<file path="src/cpu_exec_pkg.sv">
// constants, opcodes and states of the instruction execution block
//
// Behaviour
// - bit test addresses file register 0..127 and picks one bit by 3-bit index.
// - tested bit zero: next instruction runs normally, no flag changes.
// - tested bit one: next instruction is discarded, a no-operation runs, two cycles.
// - watchdog clear loads counter with zero, has no operands, keeps zero flag.
// - watchdog clear also resets the watchdog prescaler to zero.
// - watchdog clear sets timeout and power-down flags (both active low) to one.
// - call pushes program counter plus one onto the return stack top.
// - call loads its 11-bit operand into program counter bits 10..0.
// - call fills program counter bits 12..11 from high latch bits 4..3.
// - call takes two instruction cycles and changes no status flag.
// - complement inverts register into accumulator or register by destination bit; zero flag.
// - clear register writes zero into file register 0..127 and sets zero flag.
// - clear accumulator takes no operands, zeroes accumulator, sets zero flag.
// - decrement subtracts one into accumulator or register by destination bit; zero flag.
// - program counter change or true test takes two cycles, second is no-operation.
package cpu_exec_pkg;
  // clock and instruction cycle (one instruction cycle = CYC_DIV clocks)
  localparam int unsigned CLK_HZ  = 40_000_000;
  localparam int unsigned CYC_DIV = 4;
  // bus map, byte addresses
  localparam logic [11:0] OFF_INSTR  = 12'h000;
  localparam logic [11:0] OFF_ACC    = 12'h004;
  localparam logic [11:0] OFF_PC     = 12'h008;
  localparam logic [11:0] OFF_PC_HIGH_LATCH = 12'h00C;
  localparam logic [11:0] OFF_STATUS = 12'h010;
  localparam logic [11:0] OFF_WDOG   = 12'h014;
  localparam logic [11:0] OFF_STACK  = 12'h018;
  localparam logic [2:0]  FILE_PAGE  = 3'h1; // 0x200..0x3FC file registers
  // instruction word fields
  localparam int unsigned OP_LSB = 12;
  localparam int unsigned B_LSB  = 8;
  localparam int unsigned D_BIT  = 7;
  // status register bits
  localparam int unsigned ST_ZERO = 0;
  localparam int unsigned ST_TO_N = 1;
  localparam int unsigned ST_PD_N = 2;
  localparam int unsigned ST_BUSY = 3;
  // reset values and watchdog limits
  localparam logic [12:0] PC_RST     = 13'h0000;
  localparam logic [7:0]  PRESC_MAX  = 8'hFF;
  localparam logic [7:0]  WDOG_MAX   = 8'hFF;
  localparam int unsigned STACK_DEPTH = 8;

  typedef enum logic [3:0] {
    OP_NOP   = 4'h0,
    OP_BTS   = 4'h1,
    OP_WDCLR = 4'h2,
    OP_CALL  = 4'h3,
    OP_COMPLEMENT_FILE_INSTR  = 4'h4,
    OP_CLEAR_FILE_INSTR  = 4'h5,
    OP_CLEAR_ACCUMULATOR_INSTR  = 4'h6,
    OP_DECREMENT_FILE_INSTR  = 4'h7
  } instr_op_t;

  typedef enum logic [1:0] {
    ST_IDLE = 2'b00,
    ST_EXEC = 2'b01,
    ST_NOPC = 2'b10
  } exec_state_t;
endpackage

</file>
<file path="src/cpu_instr_exec_subset.sv">
// instruction execution subset with classic wishbone register slave
//
// The register offsets and the Wishbone slave port were decided locally.
`timescale 1ns/100ps
`default_nettype none
module cpu_instr_exec_subset
  import cpu_exec_pkg::*;
(
  input  wire logic        sys_clk,
  input  wire logic        rst,
  input  wire logic        wb_cyc_i,
  input  wire logic        wb_stb_i,
  input  wire logic        wb_we_i,
  input  wire logic [3:0]  wb_sel_i,
  input  wire logic [11:0] wb_adr_i,
  input  wire logic [31:0] wb_dat_i,
  output logic      [31:0] wb_dat_o,
  output logic             wb_ack_o,
  output logic             busy
);

  // merge the two low byte lanes of a write into a 16-bit register
  function automatic logic [15:0] laneMerge(input logic [15:0] old,
                                            input logic [31:0] nw,
                                            input logic [3:0]  sel);
    laneMerge = {sel[1] ? nw[15:8] : old[15:8], sel[0] ? nw[7:0] : old[7:0]};
  endfunction

  // true for an address in the file register page
  function automatic logic isFileAdr(input logic [11:0] a);
    isFileAdr = (a[11:9] == FILE_PAGE);
  endfunction

  logic        ackQ;
  logic [31:0] rdQ;
  logic [1:0]  divQ;
  exec_state_t stateQ;
  exec_state_t stateD;
  logic [15:0] instrQ;
  logic [7:0]  accQ;
  logic [12:0] pcQ;
  logic [7:0]  pclathQ;
  logic        zeroQ;
  logic        toNQ;
  logic        pdNQ;
  logic [7:0]  wdogQ;
  logic [7:0]  prescQ;
  logic [2:0]  spQ;
  logic [12:0] stackQ [STACK_DEPTH];
  logic [7:0]  fileMem [128];

  // instruction cycle enable from the clock divider
  wire tick = (divQ == 2'(CYC_DIV - 1));

  // bus request decode
  wire busReq   = wb_cyc_i & wb_stb_i & ~ackQ;
  wire wrReq    = busReq & wb_we_i;
  wire wrInstr  = wrReq & (wb_adr_i == OFF_INSTR) & (stateQ == ST_IDLE);
  wire wrAcc    = wrReq & (wb_adr_i == OFF_ACC);
  wire wrPc     = wrReq & (wb_adr_i == OFF_PC);
  wire wrPclath = wrReq & (wb_adr_i == OFF_PC_HIGH_LATCH);
  wire wrStatus = wrReq & (wb_adr_i == OFF_STATUS);
  wire wrFile   = wrReq & isFileAdr(wb_adr_i);
  wire [6:0] busFile = wb_adr_i[8:2];

  // instruction fields
  wire [3:0]  op    = instrQ[15:OP_LSB];
  wire [6:0]  fAdr  = instrQ[6:0];
  wire [2:0]  bIdx  = instrQ[B_LSB+2:B_LSB];
  wire        dest  = instrQ[D_BIT];
  wire [10:0] kAdr  = instrQ[10:0];
  wire [7:0]  fVal  = fileMem[fAdr];
  wire        bitSet = fVal[bIdx];

  wire isBts   = (op == OP_BTS);
  wire isWdclr = (op == OP_WDCLR);
  wire isCall  = (op == OP_CALL);
  wire isComf  = (op == OP_COMPLEMENT_FILE_INSTR);
  wire isClrf  = (op == OP_CLEAR_FILE_INSTR);
  wire isClrw  = (op == OP_CLEAR_ACCUMULATOR_INSTR);
  wire isDecf  = (op == OP_DECREMENT_FILE_INSTR);
  wire isArith = isComf | isDecf;

  // execution strobes
  wire execNow    = tick & (stateQ == ST_EXEC);
  wire takeSecond = isCall | (isBts & bitSet);
  wire [7:0] resVal = isComf ? ~fVal : fVal - 8'h01;
  wire fileWrEx   = execNow & ((isArith & dest) | isClrf);
  wire [7:0] fileWrVal = isClrf ? 8'h00 : resVal;
  wire accWrEx    = execNow & ((isArith & ~dest) | isClrw);
  wire [7:0] accWrVal = isClrw ? 8'h00 : resVal;
  wire zeroWrEx   = execNow & (isArith | isClrf | isClrw);
  wire zeroVal    = (isClrf | isClrw) ? 1'b1 : (resVal == 8'h00);

  // program counter next value
  wire [12:0] pcCall = {pclathQ[4:3], kAdr};
  wire [12:0] pcInc  = pcQ + 13'h0001;
  wire [12:0] pcSkip = pcQ + 13'h0002;
  wire [12:0] pcExec = isCall ? pcCall : ((isBts & bitSet) ? pcSkip : pcInc);

  // watchdog count events
  wire prescWrap = tick & (prescQ == PRESC_MAX);
  wire wdogWrap  = prescWrap & (wdogQ == WDOG_MAX);
  wire wdClrEx   = execNow & isWdclr;

  // read data selection
  wire [31:0] rdSel =
    (wb_adr_i == OFF_INSTR)  ? {15'h0000, busy, instrQ} :
    (wb_adr_i == OFF_ACC)    ? {24'h000000, accQ} :
    (wb_adr_i == OFF_PC)     ? {19'h00000, pcQ} :
    (wb_adr_i == OFF_PC_HIGH_LATCH) ? {24'h000000, pclathQ} :
    (wb_adr_i == OFF_STATUS) ? {28'h0000000, busy, pdNQ, toNQ, zeroQ} :
    (wb_adr_i == OFF_WDOG)   ? {16'h0000, prescQ, wdogQ} :
    (wb_adr_i == OFF_STACK)  ? {19'h00000, stackQ[spQ]} :
    isFileAdr(wb_adr_i)      ? {24'h000000, fileMem[busFile]} :
    32'h00000000;

  assign busy     = (stateQ != ST_IDLE);
  assign wb_ack_o = ackQ;
  assign wb_dat_o = rdQ;

  // bus acknowledge one cycle after the request, read data with it
  always_ff @(posedge sys_clk or posedge rst) begin
    if (rst) begin
      ackQ <= 1'b0;
      rdQ  <= 32'h00000000;
    end else begin
      ackQ <= busReq;
      rdQ  <= busReq ? rdSel : rdQ;
    end
  end

  // instruction cycle divider
  always_ff @(posedge sys_clk or posedge rst) begin
    if (rst) divQ <= 2'h0;
    else divQ <= tick ? 2'h0 : divQ + 2'h1;
  end

  // sequencer: idle, execute cycle, optional no-operation cycle
  always_comb begin
    stateD = stateQ;
    case (stateQ)
      ST_IDLE: if (wrInstr) stateD = ST_EXEC;
      ST_EXEC: if (tick) stateD = takeSecond ? ST_NOPC : ST_IDLE;
      ST_NOPC: if (tick) stateD = ST_IDLE;
      default: stateD = ST_IDLE;
    endcase
  end

  always_ff @(posedge sys_clk or posedge rst) begin
    if (rst) stateQ <= ST_IDLE;
    else stateQ <= stateD;
  end

  // instruction word latch, taken only while idle
  always_ff @(posedge sys_clk or posedge rst) begin
    if (rst) instrQ <= 16'h0000;
    else if (wrInstr) instrQ <= laneMerge(instrQ, wb_dat_i, wb_sel_i);
  end

  // accumulator; execution wins over a bus write
  always_ff @(posedge sys_clk or posedge rst) begin
    if (rst) accQ <= 8'h00;
    else if (accWrEx) accQ <= accWrVal;
    else if (wrAcc && wb_sel_i[0]) accQ <= wb_dat_i[7:0];
  end

  // program counter and its high latch
  always_ff @(posedge sys_clk or posedge rst) begin
    if (rst) begin
      pcQ     <= PC_RST;
      pclathQ <= 8'h00;
    end else begin
      if (execNow) pcQ <= pcExec;
      else if (wrPc) pcQ <= 13'(laneMerge({3'h0, pcQ}, wb_dat_i, wb_sel_i));
      if (wrPclath && wb_sel_i[0]) pclathQ <= wb_dat_i[7:0];
    end
  end

  // zero flag; watchdog clear, call and bit test leave it alone
  always_ff @(posedge sys_clk or posedge rst) begin
    if (rst) zeroQ <= 1'b0;
    else if (zeroWrEx) zeroQ <= zeroVal;
    else if (wrStatus && wb_sel_i[0]) zeroQ <= wb_dat_i[ST_ZERO];
  end

  // watchdog prescaler, counter and active-low status flags
  always_ff @(posedge sys_clk or posedge rst) begin
    if (rst) begin
      prescQ <= 8'h00;
      wdogQ  <= 8'h00;
      toNQ   <= 1'b1;
      pdNQ   <= 1'b1;
    end else if (wdClrEx) begin
      prescQ <= 8'h00;
      wdogQ  <= 8'h00;
      toNQ   <= 1'b1;
      pdNQ   <= 1'b1;
    end else if (tick) begin
      prescQ <= prescWrap ? 8'h00 : prescQ + 8'h01;
      wdogQ  <= prescWrap ? wdogQ + 8'h01 : wdogQ;
      toNQ   <= wdogWrap ? 1'b0 : toNQ;
    end
  end

  // return stack pointer; a push moves to the next entry
  always_ff @(posedge sys_clk or posedge rst) begin
    if (rst) spQ <= 3'h0;
    else if (execNow && isCall) spQ <= spQ + 3'h1;
  end

  // return stack entries, each written when the pointer lands on it
  for (genvar i = 0; i < STACK_DEPTH; i++) begin : gStack
    always_ff @(posedge sys_clk or posedge rst) begin
      if (rst) stackQ[i] <= 13'h0000;
      else if (execNow && isCall && (spQ + 3'h1 == 3'(i))) stackQ[i] <= pcInc;
    end
  end

  // file registers; execution wins over a bus write
  always_ff @(posedge sys_clk) begin
    if (fileWrEx) fileMem[fAdr] <= fileWrVal;
    else if (wrFile && wb_sel_i[0]) fileMem[busFile] <= wb_dat_i[7:0];
  end

  // checks on execution results
  wdog_clear_a: assert property (@(posedge sys_clk) disable iff (rst)
    wdClrEx |=> (wdogQ == 8'h00) && (prescQ == 8'h00) && $stable(zeroQ))
    else $error("watchdog clear left counter, prescaler or zero flag wrong");

  wdog_flags_a: assert property (@(posedge sys_clk) disable iff (rst)
    wdClrEx |=> toNQ && pdNQ && (pcQ == $past(pcInc)))
    else $error("watchdog clear did not set status flags");

  call_push_a: assert property (@(posedge sys_clk) disable iff (rst)
    (execNow && isCall) |=> (stackQ[spQ] == $past(pcInc)) && (spQ == $past(spQ) + 3'h1))
    else $error("call pushed wrong return address");

  call_target_a: assert property (@(posedge sys_clk) disable iff (rst)
    (execNow && isCall) |=> pcQ == {$past(pclathQ[4:3]), $past(kAdr)})
    else $error("call loaded wrong program counter");

  call_twocycle_a: assert property (@(posedge sys_clk) disable iff (rst)
    (execNow && isCall) |=> (stateQ == ST_NOPC) [*4] ##1 (stateQ == ST_IDLE))
    else $error("call did not take two instruction cycles");

  skip_taken_a: assert property (@(posedge sys_clk) disable iff (rst)
    (execNow && isBts && bitSet) |=> (stateQ == ST_NOPC) && (pcQ == $past(pcSkip)))
    else $error("set bit test did not skip");

  skip_not_a: assert property (@(posedge sys_clk) disable iff (rst)
    (execNow && isBts && !bitSet) |=> (stateQ == ST_IDLE) && $stable(zeroQ)
      && (pcQ == $past(pcInc)))
    else $error("clear bit test did not fall through");

  clear_file_instr_zero_a: assert property (@(posedge sys_clk) disable iff (rst)
    (execNow && isClrf) |=> zeroQ && (fileMem[$past(fAdr)] == 8'h00))
    else $error("clear register left register or zero flag wrong");

  clear_accumulator_instr_zero_a: assert property (@(posedge sys_clk) disable iff (rst)
    (execNow && isClrw) |=> zeroQ && (accQ == 8'h00))
    else $error("clear accumulator left accumulator or zero flag wrong");

  arith_acc_a: assert property (@(posedge sys_clk) disable iff (rst)
    (execNow && isArith && !dest) |=> (accQ == $past(resVal))
      && (zeroQ == ($past(resVal) == 8'h00)))
    else $error("complement or decrement result wrong in accumulator");

  single_cycle_a: assert property (@(posedge sys_clk) disable iff (rst)
    (execNow && (isArith || isClrf || isClrw)) |=> (stateQ == ST_IDLE)
      && (pcQ == $past(pcInc)))
    else $error("single-cycle instruction did not finish in one cycle");

  // checks on the bus handshake and the sequencer
  bus_ack_a: assert property (@(posedge sys_clk) disable iff (rst)
    busReq |=> wb_ack_o ##1 !wb_ack_o)
    else $error("bus acknowledge was not a single cycle pulse");

  instr_refused_a: assert property (@(posedge sys_clk) disable iff (rst)
    (wrReq && (wb_adr_i == OFF_INSTR) && busy) |=> $stable(instrQ))
    else $error("instruction word changed while busy");

  busy_start_a: assert property (@(posedge sys_clk) disable iff (rst)
    (stateQ == ST_IDLE && wrInstr) |=> busy)
    else $error("busy did not rise after an instruction write");

  bit_sense_a: assert property (@(posedge sys_clk) disable iff (rst)
    (execNow && isBts) |=> ((stateQ == ST_NOPC) == $past(fVal[bIdx])))
    else $error("bit test looked at the wrong bit");

  skip_flags_a: assert property (@(posedge sys_clk) disable iff (rst)
    (execNow && isBts && bitSet) |=> $stable(zeroQ) && $stable(accQ))
    else $error("set bit test changed a flag or the accumulator");

  nopc_hold_a: assert property (@(posedge sys_clk) disable iff (rst)
    (stateQ == ST_NOPC && !tick && !wrReq) |=> $stable(pcQ) && $stable(accQ)
      && $stable(zeroQ))
    else $error("no-operation cycle changed state");

  nopc_end_a: assert property (@(posedge sys_clk) disable iff (rst)
    (stateQ == ST_NOPC && tick) |=> (stateQ == ST_IDLE))
    else $error("no-operation cycle lasted too long");

  call_flags_a: assert property (@(posedge sys_clk) disable iff (rst)
    (execNow && isCall) |=> $stable(zeroQ) && $stable(accQ))
    else $error("call changed a flag or the accumulator");

  wdog_single_a: assert property (@(posedge sys_clk) disable iff (rst)
    wdClrEx |=> (stateQ == ST_IDLE))
    else $error("watchdog clear did not finish in one cycle");

  complement_file_instr_file_a: assert property (@(posedge sys_clk) disable iff (rst)
    (execNow && isComf && dest) |=> (fileMem[$past(fAdr)] == ~$past(fVal))
      && (zeroQ == ($past(fVal) == 8'hFF)))
    else $error("complement result wrong in file register");

  complement_file_instr_acc_a: assert property (@(posedge sys_clk) disable iff (rst)
    (execNow && isComf && !dest) |=> (accQ == ~$past(fVal)))
    else $error("complement result wrong in accumulator");

  decrement_file_instr_file_a: assert property (@(posedge sys_clk) disable iff (rst)
    (execNow && isDecf && dest) |=> (fileMem[$past(fAdr)] == $past(fVal) - 8'h01))
    else $error("decrement result wrong in file register");

  // idle program counter only moves by a bus write
  pc_idle_a: assert property (@(posedge sys_clk) disable iff (rst)
    (stateQ == ST_IDLE && !wrPc) |=> $stable(pcQ))
    else $error("program counter moved while idle");

  presc_count_a: assert property (@(posedge sys_clk) disable iff (rst)
    (!wdClrEx && tick && (prescQ != PRESC_MAX)) |=> (prescQ == $past(prescQ) + 8'h01))
    else $error("watchdog prescaler did not count");

endmodule // cpu_instr_exec_subset
`default_nettype wire

</file>
<file path="config.mk">
export PLATFORM = sky130hd
export DESIGN_NAME = cpu_instr_exec_subset
export DESIGN_NICKNAME = d
export VERILOG_FILES = /design/src/cpu_exec_pkg.sv /design/src/cpu_instr_exec_subset.sv
export SDC_FILE = /design/constraint.sdc
export NUM_CORES = 2
export LEC_CHECK = 0
export ABC_AREA = 0
export BUFFER_PORTS_ARGS = -buffer_cell sky130_fd_sc_hd__buf_4
export CORE_MARGIN = 4
export CORE_UTILIZATION = 45
export CTS_BUF_LIST = sky130_fd_sc_hd__clkbuf_4 sky130_fd_sc_hd__clkbuf_8
export DETAILED_ROUTE_END_ITERATION = 10
export GPL_TIMING_DRIVEN = 0
export SYNTH_ARGS = -nofsm -noshare
export SYNTH_HDL_FRONTEND = slang
export SYNTH_SLANG_ARGS = --single-unit
</file>
<file path="constraint.sdc">
create_clock -name sys_clk -period 24.9 [get_ports sys_clk]
set_input_delay 4.98 -clock sys_clk [delete_from_list [all_inputs] [get_ports sys_clk]]
set_output_delay 4.98 -clock sys_clk [all_outputs]
set_load 0.01 [all_outputs]
</file>
==> summary.md <==
* most common library cell in the layout ignoring fill and taps: sky130_fd_sc_hd__edfxtp_1
* clock latency reported for the late side of the worst-skew pair: 0.98 ns
* vias in the first global route: 36500
* placeable core region: 128000 um2
* register bit count reported by yosys: 1216
* warning count from the yosys run: 0
* root buffer selected by CTS: sky130_fd_sc_hd__clkbuf_8
* total gr overflow: 0
* min Tclk post-route: 10.41 ns
* DRC violation total after the first TritonRoute iteration: 7442
* max-cap violation count: 10
* minimum setup slack in the final design: 14.49 ns
* total via count after detailed routing: 38800
* top-level port count: 87
* Primary FF master, synth: sky130_fd_sc_hd__edfxtp_1
* Cell Area, Synth: 57700 um2
* transition time at the pin with the least slew margin: 1.68 ns
* Layout Area Growth over Synthesis: 12.5%
* post-synthesis async set-or-reset flop share: 0.158
* initial core utilization: 0.453
* termination of the worst setup path: fileMem[116][7]$_DFFE_PP_
* Port-buffer cells: 49
* final estimated routing congestion in global placement: 1.09
* Highest Clock Rate: 96.1 MHz
* most frequent cells in the layout: sky130_fd_sc_hd__edfxtp_1, sky130_fd_sc_hd__mux4_2, sky130_fd_sc_hd__nor2_1
* # DRC: 1
* total setup buffers inserted after CTS: 0
* number of detailed-route iterations in the first pass: 9
* worst clock skew: 0.0595 ns
* power density normalized to cell area: 65.6 nW/um2
* fraction of final layout cells sized beyond drive strength 1: 0.331
* final hold violations: 0
* DP HPWL: 169 mm
* Worst setup startpoint: wb_adr_i[2]
* post-CTS sizing: 0
* run status: finished with violations
* number of buffers inserted by hold repair at cts: 0
* Placement Setup Slack: 13.94 ns
* initial antenna violation count: 23
* Num Clock Sinks: 1216
* sort of element at the start of the critical path: input pin
* Die Area: 134000 um2
* Die Wd: 366 um
* first-pass GRT wire length: 323 mm
* Static Leakage: 21.2 nW
* endpoint of the worst register-to-register path: fileMem[22][6]$_DFFE_PP_
* data arrival at the endpoint of the critical path: 10.93 ns
* setup repair after global routing missed its margin: no
* mean cell area of the mapped netlist: 17.6 um2
* CP max FO: 10
* FP Rows: 131
* post-CTS clock slew at the launch and capture registers of the worst setup and hold paths: 0.06 ns
* sequential area share after synthesis: 0.616
* clk buf depth: 3
* required time reported for the critical path endpoint: 25.43 ns
* H-tree level count: 4
* startpoint of the lowest-slack register-to-register path: instrQ[1]$_DFFE_PP0P_
* Gate Count Post-Synth: 3273
* R2R setup slack: 17.26 ns
* Slew Limit Fails: 98
* element type at the critical path end: flop
* worst voltage drop across the vdd grid: 56.4 uV
* via/cell ratio: 7.19
* remaining max-slew budget at the tightest pin: -0.117
* number of cells on the worst reg-to-reg path: 16
* Sum Neg Setup Slack: 0 ns
* pin count of the biggest net entering global routing: 123
* Vert. Die Dim: 366 um
* post-layout power: 4.26 mW
* DR WL/cell: 44.8 um
* remaining number of nets flagged by the antenna check after routing: 0
* violated checks: DRC, capacitance limit, slew limit
* final period utilization: 0.418
* TritonCTS clock tree: yes
* worst hold path stage count: 1
* count of nets after finishing: 3625
* Inserted Clock Buffers: 206
* final-report setup violation count: 0
* unique cell type count in the Yosys netlist: 71
* EDFF count, synth: 1024
* hold crit path type: reg2reg
* category of the most critical setup path: in2reg
* GRT Util Overall: 0.359
* aggregate routed wire length: 242 mm
==> metal layers <==
layer,global-route usage,share of wire
met2,0.506,0.42
met1,0.477,0.36
met5,0,0.00077
met3,0.132,0.14
met4,0.213,0.073
==> worst max-delay path: stages <==
cell,delay (ns)
sky130_fd_sc_hd__clkbuf_1,0.89
sky130_fd_sc_hd__clkbuf_1,0.34
sky130_fd_sc_hd__clkbuf_1,0.96
sky130_fd_sc_hd__clkbuf_1,0.48
sky130_fd_sc_hd__nor2_1,0.20
sky130_fd_sc_hd__a31oi_1,0.98
sky130_fd_sc_hd__inv_1,0.13
sky130_fd_sc_hd__nand2_1,0.36
sky130_fd_sc_hd__clkbuf_1,0.94
sky130_fd_sc_hd__nor2_1,0.61
==> flip-flops by register name, summed over array words and instances (netlist names) <==
signal    cells
pcQ          13
pclathQ       8
wdogQ         8
zeroQ         1
wb_ack_o      1
spQ           3
accQ          8
fileMem    1024
prescQ        8
stateQ        2
toNQ          1
wb_dat_o     17
divQ          2
instrQ       16
stackQ      104
==> how the worst min path moves through the flow <==
stage | from | endpoint | slack [ns]
2_1_floorplan | divQ[0]$_DFF_PP0_ | divQ[0]$_DFF_PP0_ | 0.40
3_3_place_gp | divQ[0]$_DFF_PP0_ | divQ[0]$_DFF_PP0_ | 0.42
3_5_place_dp | divQ[0]$_DFF_PP0_ | divQ[0]$_DFF_PP0_ | 0.42
4_1_cts | divQ[0]$_DFF_PP0_ | divQ[0]$_DFF_PP0_ | 0.43
5_1_grt | divQ[1]$_DFF_PP0_ | divQ[1]$_DFF_PP0_ | 0.48
6_report | divQ[0]$_DFF_PP0_ | divQ[0]$_DFF_PP0_ | 0.43
==> through the flow <==
step | hold WS [ns] | cell area (um2) | instances | utilization
after floorplan | 0.403 | 57800 | 3287 | -
after detailed placement | 0.420 | 60800 | 5015 | 0.476
final | 0.426 | 64900 | 5399 | 0.509
after global routing | 0.482 | 64900 | 5390 | 0.509
after global placement | 0.416 | 60200 | 4998 | 0.472
after CTS | 0.429 | 64900 | 5388 | 0.509
==> cells in the mapped netlist (5+ instances only) <==
cell type                  number  area, um2
sky130_fd_sc_hd__a211oi_1      11       82.6
sky130_fd_sc_hd__a21oi_1       54        270
sky130_fd_sc_hd__a221o_1        5       50.1
sky130_fd_sc_hd__a221oi_1      16        140
sky130_fd_sc_hd__a22o_1         5       43.8
sky130_fd_sc_hd__a22oi_1       26        195
sky130_fd_sc_hd__a31oi_1       14       87.6
sky130_fd_sc_hd__and3_1        10       62.6
sky130_fd_sc_hd__buf_1         37        139
sky130_fd_sc_hd__buf_2         24        120
sky130_fd_sc_hd__buf_4         32        240
sky130_fd_sc_hd__buf_6         17        191
sky130_fd_sc_hd__clkbuf_1     155        582
sky130_fd_sc_hd__dfrtp_1      191       4780
sky130_fd_sc_hd__edfxtp_1    1024      30700
sky130_fd_sc_hd__ha_1          11        138
sky130_fd_sc_hd__inv_1         21       78.8
sky130_fd_sc_hd__mux2_2        36        405
sky130_fd_sc_hd__mux2i_1       83        831
sky130_fd_sc_hd__mux4_2       625      14100
sky130_fd_sc_hd__nand2_1      194        728
sky130_fd_sc_hd__nand2b_1      13       81.3
sky130_fd_sc_hd__nand3_1       32        160
sky130_fd_sc_hd__nand3b_1       9       67.6
sky130_fd_sc_hd__nand4_1       16        100
sky130_fd_sc_hd__nor2_1       227        852
sky130_fd_sc_hd__nor2b_1       12       75.1
sky130_fd_sc_hd__nor3_1        21        105
sky130_fd_sc_hd__nor3b_1        6       45.0
sky130_fd_sc_hd__nor4_1         8       50.1
sky130_fd_sc_hd__o211ai_1       5       37.5
sky130_fd_sc_hd__o21ai_0      137        686
sky130_fd_sc_hd__o22ai_1       76        475
sky130_fd_sc_hd__or2_2         20        125
sky130_fd_sc_hd__or3_1          6       37.5
sky130_fd_sc_hd__or3b_2         6       52.6
sky130_fd_sc_hd__xnor2_1       15        131
sky130_fd_sc_hd__xor2_1        17        149
==> report_power, final <==
group	internal, mW	switching (mW)
logic	0.0761	0.138
clock network	0.979	0.880
registers	2.19	0.00129
==> area by class of cell <==
cell class	count	area, um2
clock inverter	87	691
fill	10600	62600
inverter	26	105
antenna	11	27.5
multi-input combinational	1779	20900
clock buffer	286	3470
buffer	266	1340
tap	1662	2080
sequential	1216	35600
timing repair buffer	66	743
==> logic make-up after synthesis <==
logic type | after synthesis | share of synthesized area
AOI/OAI and AO/OA | 386 | 0.0417
xor gates and xnor gates | 32 | 0.00485
adders and majority gates | 12 | 0.00256
and+or+nand+nor | 588 | 0.0451
buffers and inverters | 292 | 0.0238
other | 1 | 0.0000650
muxes | 746 | 0.266
DFF | 1216 | 0.616
Note: power is estimated with default switching activity, not from simulation.
